File: src/rtl/lpw_pkg.sv
// Shared constants and types of the low-power wake-up controller.
package lpw_pkg;

  // ----------------------------------------------------------------
  // Operating mode codes and controller states
  // ----------------------------------------------------------------
  localparam logic [1:0] OPM_NORMAL = 2'h0;
  localparam logic [1:0] OPM_STOP = 2'h1;
  localparam logic [1:0] OPM_SLEEP = 2'h2;

  typedef enum logic [2:0]
  {
    ST_NORMAL = 3'b000,
    ST_STOP = 3'b001,
    ST_SLEEP = 3'b010,
    ST_CRANK = 3'b011,
    ST_INTER = 3'b100
  } lpw_mode_t;

  // ----------------------------------------------------------------
  // Flag and enable groups
  // ----------------------------------------------------------------
  typedef struct packed
  {
    logic uv;
    logic current_threshold_value;
    logic ahth;
    logic cal;
    logic lin;
    logic hv;
    logic ltc;
    logic general;
  } lpw_flags_t;

  typedef struct packed
  {
    logic current_threshold_value;
    logic ahth;
    logic cal;
    logic timer;
    logic lin;
    logic hv;
    logic ltc;
  } lpw_wake_en_t;

  // ----------------------------------------------------------------
  // Reset values, field layout and timing
  // ----------------------------------------------------------------
  localparam lpw_flags_t FLAGS_RST = 8'h00;
  localparam logic [7:0] FILT_RST = 8'h00;
  localparam logic [7:0] FILT_MAX = 8'hff;
  localparam logic [31:0] AHC_RST = 32'h0000_0000;
  localparam logic [15:0] TRIG_RST = 16'h0000;
  localparam int SYNC_LF = 0;
  localparam int SYNC_UV = 1;
  localparam int SYNC_LIN = 2;
  localparam int SYNC_HV = 3;
  localparam int CLK_PERIOD_NS = 10;
  localparam int LIN_FILT_NS = 100000;
  localparam int LIN_FILT_CYC_DEF =
    (LIN_FILT_NS + CLK_PERIOD_NS - 1) / CLK_PERIOD_NS;

endpackage

File: src/rtl/lpw_lin_wake.sv
// Bus wake detector: long dominant level followed by a rising edge.
`timescale 1ns/1ps
module lpw_lin_wake #(
  parameter int unsigned FILT_CYC = lpw_pkg::LIN_FILT_CYC_DEF
) (
  input wire logic ref_clk_in,
  input wire logic rst_b_in,
  input wire logic lp_in,
  input wire logic lp_entry_in,
  input wire logic rx_in,
  input wire logic lin_module_enable_in,
  output logic wake_out
);
  import lpw_pkg::*;

  localparam logic [15:0] FILT = 16'(FILT_CYC);

  logic [15:0] cnt;
  logic [15:0] next_cnt;
  logic entry_dom;
  logic next_entry_dom;
  logic rx_prev;
  logic next_wake;
  logic rise;

  // ----------------------------------------------------------------
  // Dominant timing and edge qualification
  // ----------------------------------------------------------------
  always_comb
  begin
    rise = rx_in & ~rx_prev;
    next_cnt = cnt;
    next_entry_dom = entry_dom;
    next_wake = 1'b0;
    // Entry is flagged while the low-power level is still low, so it
    // must be tested before the idle branch or the bus state is lost.
    if (lp_entry_in)
    begin
      next_cnt = 16'h0000;
      next_entry_dom = ~rx_in;
    end
    else if (!lp_in)
    begin
      next_cnt = 16'h0000;
      next_entry_dom = 1'b0;
    end
    else
    begin
      if (!rx_in && cnt != FILT)
        next_cnt = cnt + 16'h0001;
      else if (rx_in)
        next_cnt = 16'h0000;
      // A dominant bus at entry only wakes on release when enabled;
      // otherwise the release re-arms normal detection.
      if (rise)
      begin
        next_wake = entry_dom ? lin_module_enable_in
                              : (cnt == FILT); // see R18
        next_entry_dom = 1'b0;
      end
    end
  end

  always_ff @(posedge ref_clk_in or negedge rst_b_in)
  begin
    if (!rst_b_in)
    begin
      cnt <= 16'h0000;
      entry_dom <= 1'b0;
      rx_prev <= 1'b1;
      wake_out <= 1'b0;
    end
    else
    begin
      cnt <= next_cnt;
      entry_dom <= next_entry_dom;
      rx_prev <= rx_in;
      wake_out <= next_wake;
    end
  end

  initial
  begin
    if (FILT_CYC < 1 || FILT_CYC > 65535)
      $error("FILT_CYC out of range");
  end

endmodule

File: src/rtl/lpw_wake_ctrl.sv
// Cranking mode and low-power wake-up source controller.
//
// Function
// Enter cranking on low supply with option set; code enters it only from stop or on a stop command, never from sleep
// Gate oscillator, stop acquisitions while cranking
// Cranking exit wakes with undervoltage flag, intermediate
// Low-frequency counter triggers cyclic current measurement
// Measurement alone never wakes the controller
// Compare absolute current with threshold shifted one
// Filter counter counts up at/above, else down
// Filter period reached and enabled: wake, flag
// Filter counter cleared on each low-power entry
// Add each signed result into 32-bit accumulator
// Accumulator magnitude over threshold wakes when enabled
// Reset control clears accumulator; always readable
// Out-of-calibration temperature wakes when enabled
// Timer compares routed to port bits wake
// Timer wake enable sets timer enable after switch
// Software configures timer with enable left cleared
// Low power: current only, voltage channel idle; code also triggers temperature measurement when temp_meas_en_in is set
// Long dominant then rising edge wakes
// Dominant at entry wakes only if enabled
// High wake pin wakes when both bits set
// Lifetime counter overflow wakes when enabled
// Any wake also sets general wake flag
// Controller selects sleep with mode code two
`timescale 1ns/1ps
module lpw_wake_ctrl #(
  parameter int unsigned LIN_FILT_CYC = lpw_pkg::LIN_FILT_CYC_DEF
) (
  input wire logic ref_clk_in,
  input wire logic rst_b_in,
  input wire logic opm_wr_in,
  input wire logic [1:0] operating_mode_bits_in,
  input wire logic low_voltage_option_bit_in,
  input wire logic below_crank_level_in,
  input wire logic calibrated_low_freq_clock_in,
  input wire logic [15:0] cyclic_trigger_period_in,
  input wire logic temp_meas_en_in,
  input wire logic current_valid_in,
  input wire logic [23:0] current_result_in,
  input wire logic out_of_cal_in,
  input wire logic [7:0] current_threshold_value_in,
  input wire logic [7:0] threshold_filter_period_in,
  input wire logic [30:0] amp_hour_threshold_in,
  input wire logic accumulator_reset_ctl_in,
  input wire lpw_pkg::lpw_wake_en_t wake_en_in,
  input wire logic [2:0] port_b_wake_en_in,
  input wire logic [5:0] port_b_oc_sel_in,
  input wire logic [3:0] timer_oc_in,
  input wire logic timer_irq_in,
  input wire logic timer_enable_clr_in,
  input wire logic lin_rx_in,
  input wire logic lin_module_enable_in,
  input wire logic hv_wake_pin_in,
  input wire logic port_wake_config_in,
  input wire logic lifetime_overflow_in,
  input wire lpw_pkg::lpw_flags_t flag_clr_in,
  output lpw_pkg::lpw_mode_t mode_out,
  output logic osc_gate_out,
  output logic current_trig_out,
  output logic temp_trig_out,
  output logic voltage_chan_en_out,
  output logic lin_tx_en_out,
  output logic wake_out,
  output lpw_pkg::lpw_flags_t flags_out,
  output logic [31:0] amp_hour_accumulator_out,
  output logic [7:0] filter_count_out,
  output logic timer_enable_bit_out,
  output logic [2:0] port_b_oc_out
);
  import lpw_pkg::*;

  // ----------------------------------------------------------------
  // Pin synchronisers
  // ----------------------------------------------------------------
  logic [3:0] sync1;
  logic [3:0] sync2;
  logic lf_prev;
  logic lf_rise;
  logic below;

  always_ff @(posedge ref_clk_in or negedge rst_b_in)
  begin
    if (!rst_b_in)
    begin
      sync1 <= 4'h4;
      sync2 <= 4'h4;
      lf_prev <= 1'b0;
    end
    else
    begin
      sync1 <= {hv_wake_pin_in, lin_rx_in, below_crank_level_in,
                calibrated_low_freq_clock_in};
      sync2 <= sync1;
      lf_prev <= sync2[SYNC_LF];
    end
  end

  assign lf_rise = sync2[SYNC_LF] & ~lf_prev;
  assign below = sync2[SYNC_UV];

  // ----------------------------------------------------------------
  // Operating mode state machine
  // ----------------------------------------------------------------
  lpw_mode_t mode;
  lpw_mode_t next_mode;
  logic lp;
  logic next_lp;
  logic lp_entry;
  logic crank_exit;
  logic crank_cond;
  logic any_wake;

  assign lp = (mode == ST_STOP) || (mode == ST_SLEEP);
  assign crank_cond = low_voltage_option_bit_in & below;

  always_comb
  begin
    next_mode = mode;
    crank_exit = 1'b0;
    case (mode)
      ST_NORMAL, ST_INTER:
      begin
        if (opm_wr_in)
        begin
          case (operating_mode_bits_in)
            OPM_NORMAL: next_mode = ST_NORMAL;
            OPM_STOP: next_mode = crank_cond ? ST_CRANK
                                             : ST_STOP;
            OPM_SLEEP: next_mode = ST_SLEEP;
            default: next_mode = mode;
          endcase
        end
      end
      ST_STOP:
      begin
        if (crank_cond)
          next_mode = ST_CRANK;
        else if (any_wake)
          next_mode = ST_INTER;
        else if (opm_wr_in && operating_mode_bits_in == OPM_NORMAL)
          next_mode = ST_NORMAL;
      end
      ST_SLEEP:
      begin
        if (any_wake)
          next_mode = ST_INTER;
      end
      ST_CRANK:
      begin
        if (!below)
        begin
          next_mode = ST_INTER;
          crank_exit = 1'b1;
        end
      end
      default: next_mode = ST_NORMAL;
    endcase
    next_lp = (next_mode == ST_STOP) || (next_mode == ST_SLEEP);
    lp_entry = next_lp & ~lp;
  end

  always_ff @(posedge ref_clk_in or negedge rst_b_in)
  begin
    if (!rst_b_in)
      mode <= ST_NORMAL;
    else
      mode <= next_mode;
  end

  assign mode_out = mode;
  // Cranking freezes the oscillator; the trigger counter clears and the filter
  // holds, so nothing is half-measured across the dip.
  assign osc_gate_out = (mode == ST_CRANK);
  assign voltage_chan_en_out = (mode == ST_NORMAL);
  assign lin_tx_en_out = ~lp & (mode != ST_CRANK);

  // ----------------------------------------------------------------
  // Cyclic acquisition, filter, accumulator and timer
  // ----------------------------------------------------------------
  logic [15:0] trig_cnt;
  logic [15:0] next_trig_cnt;
  logic next_ctrig;
  logic next_ttrig;
  logic [7:0] filt;
  logic [7:0] next_filt;
  logic [31:0] acc;
  logic [31:0] next_acc;
  logic [31:0] cur_ext;
  logic [23:0] abs_cur;
  logic [23:0] thr_cur;
  logic [31:0] abs_acc;
  logic cur_ge;
  logic timer_enable_bit;
  logic next_ten;
  logic [2:0] next_pb;

  always_comb
  begin
    next_trig_cnt = trig_cnt;
    next_ctrig = 1'b0;
    if (!lp)
      next_trig_cnt = TRIG_RST;
    else if (lf_rise)
    begin
      if (trig_cnt + 16'h0001 >= cyclic_trigger_period_in)
      begin
        next_trig_cnt = TRIG_RST;
        next_ctrig = 1'b1; // see R4
      end
      else
        next_trig_cnt = trig_cnt + 16'h0001;
    end
    next_ttrig = next_ctrig & temp_meas_en_in;

    cur_ext = {{8{current_result_in[23]}}, current_result_in};
    abs_cur = current_result_in[23] ? 24'(-current_result_in)
                                    : current_result_in;
    thr_cur = {15'h0000, current_threshold_value_in, 1'b0};
    cur_ge = abs_cur >= thr_cur;
    next_filt = filt;
    if (lp_entry)
      next_filt = FILT_RST;
    else if (lp && current_valid_in)
    begin
      if (cur_ge && filt != FILT_MAX)
        next_filt = filt + 8'h01;
      else if (!cur_ge && filt != FILT_RST)
        next_filt = filt - 8'h01;
    end

    next_acc = acc;
    if (accumulator_reset_ctl_in)
      next_acc = AHC_RST;
    else if (current_valid_in)
      next_acc = acc + cur_ext;
    abs_acc = acc[31] ? (32'h0000_0000 - acc) : acc;

    // Software must have left the enable cleared; it is set only
    // after the low-frequency clock has been seen in low power.
    next_ten = timer_enable_clr_in ? 1'b0 : timer_enable_bit;
    if (lp && wake_en_in.timer && lf_rise)
      next_ten = 1'b1; // see R15
    for (int i = 0; i < 3; i++)
      next_pb[i] = timer_oc_in[port_b_oc_sel_in[2*i +: 2]];
  end

  always_ff @(posedge ref_clk_in or negedge rst_b_in)
  begin
    if (!rst_b_in)
    begin
      trig_cnt <= TRIG_RST;
      current_trig_out <= 1'b0;
      temp_trig_out <= 1'b0;
      filt <= FILT_RST;
      acc <= AHC_RST;
      timer_enable_bit <= 1'b0;
      port_b_oc_out <= 3'h0;
    end
    else
    begin
      trig_cnt <= next_trig_cnt;
      current_trig_out <= next_ctrig;
      temp_trig_out <= next_ttrig;
      filt <= next_filt;
      acc <= next_acc;
      timer_enable_bit <= next_ten;
      port_b_oc_out <= next_pb;
    end
  end

  assign filter_count_out = filt;
  assign amp_hour_accumulator_out = acc;
  assign timer_enable_bit_out = timer_enable_bit;

  // ----------------------------------------------------------------
  // Wake sources and flags
  // ----------------------------------------------------------------
  logic lin_wake;
  logic ev_cth;
  logic ev_ahth;
  logic ev_cal;
  logic ev_tmr;
  logic ev_lin;
  logic ev_hv;
  logic ev_ltc;
  logic wake_fire;
  lpw_flags_t flags;
  lpw_flags_t next_flags;
  logic next_wake;

  lpw_lin_wake #(
    .FILT_CYC(LIN_FILT_CYC)
  ) u_lin_wake (
    .ref_clk_in(ref_clk_in),
    .rst_b_in(rst_b_in),
    .lp_in(lp),
    .lp_entry_in(lp_entry),
    .rx_in(sync2[SYNC_LIN]),
    .lin_module_enable_in(lin_module_enable_in),
    .wake_out(lin_wake)
  );

  always_comb
  begin
    // Only derived conditions wake; the trigger itself is not one.
    ev_cth = wake_en_in.current_threshold_value & (filt == threshold_filter_period_in);
    ev_ahth = wake_en_in.ahth & (abs_acc >= {1'b0, amp_hour_threshold_in});
    ev_cal = wake_en_in.cal & out_of_cal_in;
    ev_tmr = (|(port_b_oc_out & port_b_wake_en_in))
           | (wake_en_in.timer & timer_irq_in); // see R14
    ev_lin = wake_en_in.lin & lin_wake;
    ev_hv = wake_en_in.hv & port_wake_config_in
          & sync2[SYNC_HV];
    ev_ltc = wake_en_in.ltc & lifetime_overflow_in;
    any_wake = lp & (ev_cth | ev_ahth | ev_cal | ev_tmr | ev_lin
                     | ev_hv | ev_ltc);
    wake_fire = any_wake & (mode == ST_SLEEP | ~crank_cond);
    next_wake = wake_fire | crank_exit;
    // Hardware set wins over a clear in the same cycle.
    next_flags = flags & ~flag_clr_in;
    if (wake_fire)
    begin
      next_flags.current_threshold_value = next_flags.current_threshold_value | ev_cth;
      next_flags.ahth = next_flags.ahth | ev_ahth;
      next_flags.cal = next_flags.cal | ev_cal;
      next_flags.lin = next_flags.lin | ev_lin;
      next_flags.hv = next_flags.hv | ev_hv;
      next_flags.ltc = next_flags.ltc | ev_ltc;
    end
    if (crank_exit)
      next_flags.uv = 1'b1;
    if (next_wake)
      next_flags.general = 1'b1;
  end

  always_ff @(posedge ref_clk_in or negedge rst_b_in)
  begin
    if (!rst_b_in)
    begin
      flags <= FLAGS_RST;
      wake_out <= 1'b0;
    end
    else
    begin
      flags <= next_flags;
      wake_out <= next_wake;
    end
  end

  assign flags_out = flags;

  initial
  begin
    if (LIN_FILT_CYC < 1 || LIN_FILT_CYC > 65535)
      $error("LIN_FILT_CYC out of range");
  end
endmodule
File: config.mk
export PLATFORM = sky130hd
export DESIGN_NAME = lpw_wake_ctrl
export DESIGN_NICKNAME = d
export VERILOG_FILES = /design/src/rtl/lpw_pkg.sv /design/src/rtl/lpw_lin_wake.sv /design/src/rtl/lpw_wake_ctrl.sv
export SDC_FILE = /design/constraint.sdc
export NUM_CORES = 1
export LEC_CHECK = 0
export BUFFER_PORTS_ARGS = -buffer_cell sky130_fd_sc_hd__buf_2
export CORE_MARGIN = 1.5
export CORE_UTILIZATION = 49
export DETAILED_ROUTE_END_ITERATION = 8
export PLACE_DENSITY_LB_ADDON = 0.2
export SLEW_MARGIN = 20
export SYNTH_ARGS = -nofsm -noshare
export SYNTH_HDL_FRONTEND = slang
export SYNTH_HIERARCHICAL = 1
export SYNTH_SLANG_ARGS = --single-unit
File: constraint.sdc
create_clock -name ref_clk_in -period 4.74 [get_ports ref_clk_in]
set_clock_uncertainty 0.15 [all_clocks]
set_input_delay 0 -clock ref_clk_in [delete_from_list [all_inputs] [get_ports ref_clk_in]]
set_output_delay 0 -clock ref_clk_in [all_outputs]
set_load 0.005 [all_outputs]
==> summary.txt <==
Crit Path Max Fanout -> 4
Pleak -> 5.563 nW
Post-DP HPWL -> 17,930 um
# rows -> 49
Core box area -> 0.01802 mm^2
Syn nets -> 1,275
CTS sink count -> 102
Final worst slack -> 326.5 ps
Synth area leaders -> dfrtp_1 (27%), ha_1 (13%), xnor2_1 (6.7%)
Die boundary height -> 139.0 um
Antenna violations before repair -> 0
Clock share of power -> 22.8%
Logic gate share of total power -> 42.3%
Worst Hold Class -> in -> async
Synth area leader -> dfrtp_1
Area Growth Syn to Fin -> 23.06%
Seq/Total Area, Yosys -> 28.19%
Gr usage total -> 23.94%
Top cell type's share of synthesized area -> 27.32%
CTS tree -> yes
First-pass DRT Iterations -> 4
Fraction of layout cells with a size suffix above 1 -> 21.54%
Drc violations -> 0
WP data required -> 4860 ps
GP Congestion -> 0.9099
Starting density of the core -> 50.31%
Most common cell after layout, fill and taps aside -> buf_2
Net Sw Power -> 1.160 mW
RSZ-0062 raised after global routing -> no
Mapped Cells -> 1,042
Final count of hold timing violations -> 0
Avg Synthesized Cell Area -> 8.702 um^2
DRT iter0 DRCs -> 323
Most frequent cells in the layout -> buf_2 (193), dfrtp_1 (99), ha_1 (97)
Max Cap Viol -> 0
CTS buffer count -> 9
Total number of vias -> 8,561
Final net count -> 1,523
Latest clock arrival within the worst-skew pair -> 350 ps
Die X -> 139.0 um
Power Density -> 278.5 mW/mm^2
WS Path Type -> in -> reg
Via/cell ratio -> 5.614
Netlist cell types -> 80
Die area -> 0.01933 mm^2
Outcome -> complete, no violations
Worst rel slew slack -> 53.36%
FILL cells -> 1,614
#FFs+latches synth -> 102
Final core occ -> 61.90%
Total Routed Length -> 23,170 um
Synth async-reset ratio -> 100.0%
Synth Cell Area -> 0.009067 mm^2
Final setup fails -> 0
# H-tree levels -> 3
Buffers on Ports -> 194
Tcrit/Tclk final -> 93.11%
Worst-path clk slew -> 70 ps
First-pass GRT wire length -> 38,620 um
Pre-CTS WS -> -286.2 ps
Post-synth EDFFs -> 0
P_int -> 1.947 mW
Crit path DAT -> 4530 ps
CTS Buffer Depth -> 2
Slew Limit Fails -> 0
GR Overflow Total -> 0
Critical Path Sink Type -> register
CP startpoint kind -> primary input
I/O Pins -> 195
VDD IR max -> 0.1502 mV
Fmax -> 226.6 MHz
Largest net degree at the start of global routing -> 55
Vias in the first global route -> 8,194
Sw frac -> 37.34%
Number of synthesis warnings -> 6
Worst-Margin Slew -> 699.6 ps
Commonest register cell after synthesis -> dfrtp_1
Post-route minimum period -> 4414 ps
Routed len/inst -> 15.19 um
Seq pwr share -> 34.9%
CTS root buffer -> clkbuf_16
Routed Antenna Nets -> 0
[path summary, 6_finish.rpt]
kind,start,endpoint,slack (ps),depth (start not counted)
max reg2reg,amp_hour_accumulator_out[4],mode_out[1],330,15
max in group asynchronous,rst_b_in,u_lin_wake/cnt[4],3280,3
min in group ref_clk_in,accumulator_reset_ctl_in,amp_hour_accumulator_out[23],40,2
min,rst_b_in,trig_cnt[5],40,2
max,current_result_in[0],filter_count_out[7],330,26
min reg2reg,sync1[0],sync2[0],190,0
[power by group through the flow]
stage | logic [mW] | registers, mW | clock network (mW)
after floorplan | 0.899 | 1.07 | 0
after global placement | 1.26 | 1.10 | 0
after detailed placement | 1.28 | 1.10 | 0
after CTS | 1.31 | 1.08 | 0.729
after global routing | 1.49 | 1.10 | 0.771
final | 1.32 | 1.08 | 0.709
[flip-flops by register name, indices dropped and copies added, names as in the netlist]
name / cells
u_lin_wake/rx_prev: 1
u_lin_wake/cnt: 16
flags_out: 8
port_b_oc_out: 3
sync2: 4
wake_out: 1
mode_out: 3
sync1: 4
amp_hour_accumulator_out: 32
current_trig_out: 1
temp_trig_out: 1
timer_enable_bit_out: 1
u_lin_wake/entry_dom: 1
lf_prev: 1
trig_cnt: 16
u_lin_wake/wake_out: 1
filter_count_out: 8
[layout make-up]
class	instances	area (um^2)	area share, %
antenna	1	2.502	0.02243
clock buffer	10	239.0	2.142
clock inverter	6	42.54	0.3813
inverter	90	337.8	3.028
multi-input combinational	824	6105	54.71
sequential	102	2556	22.91
tap	229	286.5	2.568
timing repair buffer	263	1589	14.24
[synth_stat cells (6+ instances only)]
library cell   n
o21ai_0       51
buf_1          6
clkbuf_1      20
nand4_1       16
nand2b_1      24
ha_1          97
xor2_1        24
nor4_1        16
inv_1         90
nor3_1        18
o211ai_1       9
o31ai_1       19
nor2b_1        7
or3_1         14
o22ai_1        7
a21o_1        34
nor2_1        76
dfrtp_1       99
o41ai_1        6
and3_1        13
xnor2_1       69
nand2_1       66
nor3b_1        7
a32o_1        12
nand3_1       29
or4_1          9
a21oi_1       65
a211oi_1      10
mux2i_1       29
[critical path, cell delays in order]
cell and delay [ps]:
buf_2 100, inv_1 50, ha_1 160, nor3b_2 200, nand2_1 100, o31ai_2 220, xnor2_1 160, ha_1 290
nand2_1 70, nor2_1 40, a2111oi_2 280, nand2_1 90, or4_4 540, nor4_4 140, buf_4 190, nand2b_1 130
ha_1 230, a21o_1 190, a21oi_2 150, nor2_1 60, a211o_1 280, a21o_1 180, a21oi_1 170, nand3_1 120
and3b_1 210, nor3_2 170
[metrics by stage]
step	instance area [um^2]	cells	hold slack [ps]	power, mW	TNS [ps]
floorplan	9070	1042	-445.6	1.965	0
global placement	10450	1468	-99.75	2.355	-170.1
detailed placement	10450	1468	-91.37	2.378	-423.4
global route	11160	1524	73.95	3.355	0
finish	11160	1525	35.95	3.107	0
CTS	11110	1522	23.59	3.123	0
[metal layers]
layer,wire [um],global-route usage [%]
met5,0,0
met4,363,6.195
met3,819,2.866
met2,11390,42.83
met1,10600,30.59
[cell families after synthesis]
group | after synthesis | share of synthesized area, %
simple gates | 330 | 20.02
compound gates | 267 | 19.83
buf+inv | 116 | 4.802
flops | 102 | 28.19
fa+ha+maj | 99 | 13.83
xor+xnor | 93 | 8.983
mux | 35 | 4.347
[repair_timing]
item | 4_1_cts | 5_1_grt
endpoints found under the setup margin | 0 | 4
buffers inserted | 0 | 0
hold buffers | 38 | 1
resized for setup | 0 | 7
endpoints found under the hold margin | 70 | 1
No activity file was read; power rests on OpenSTA's default activity.
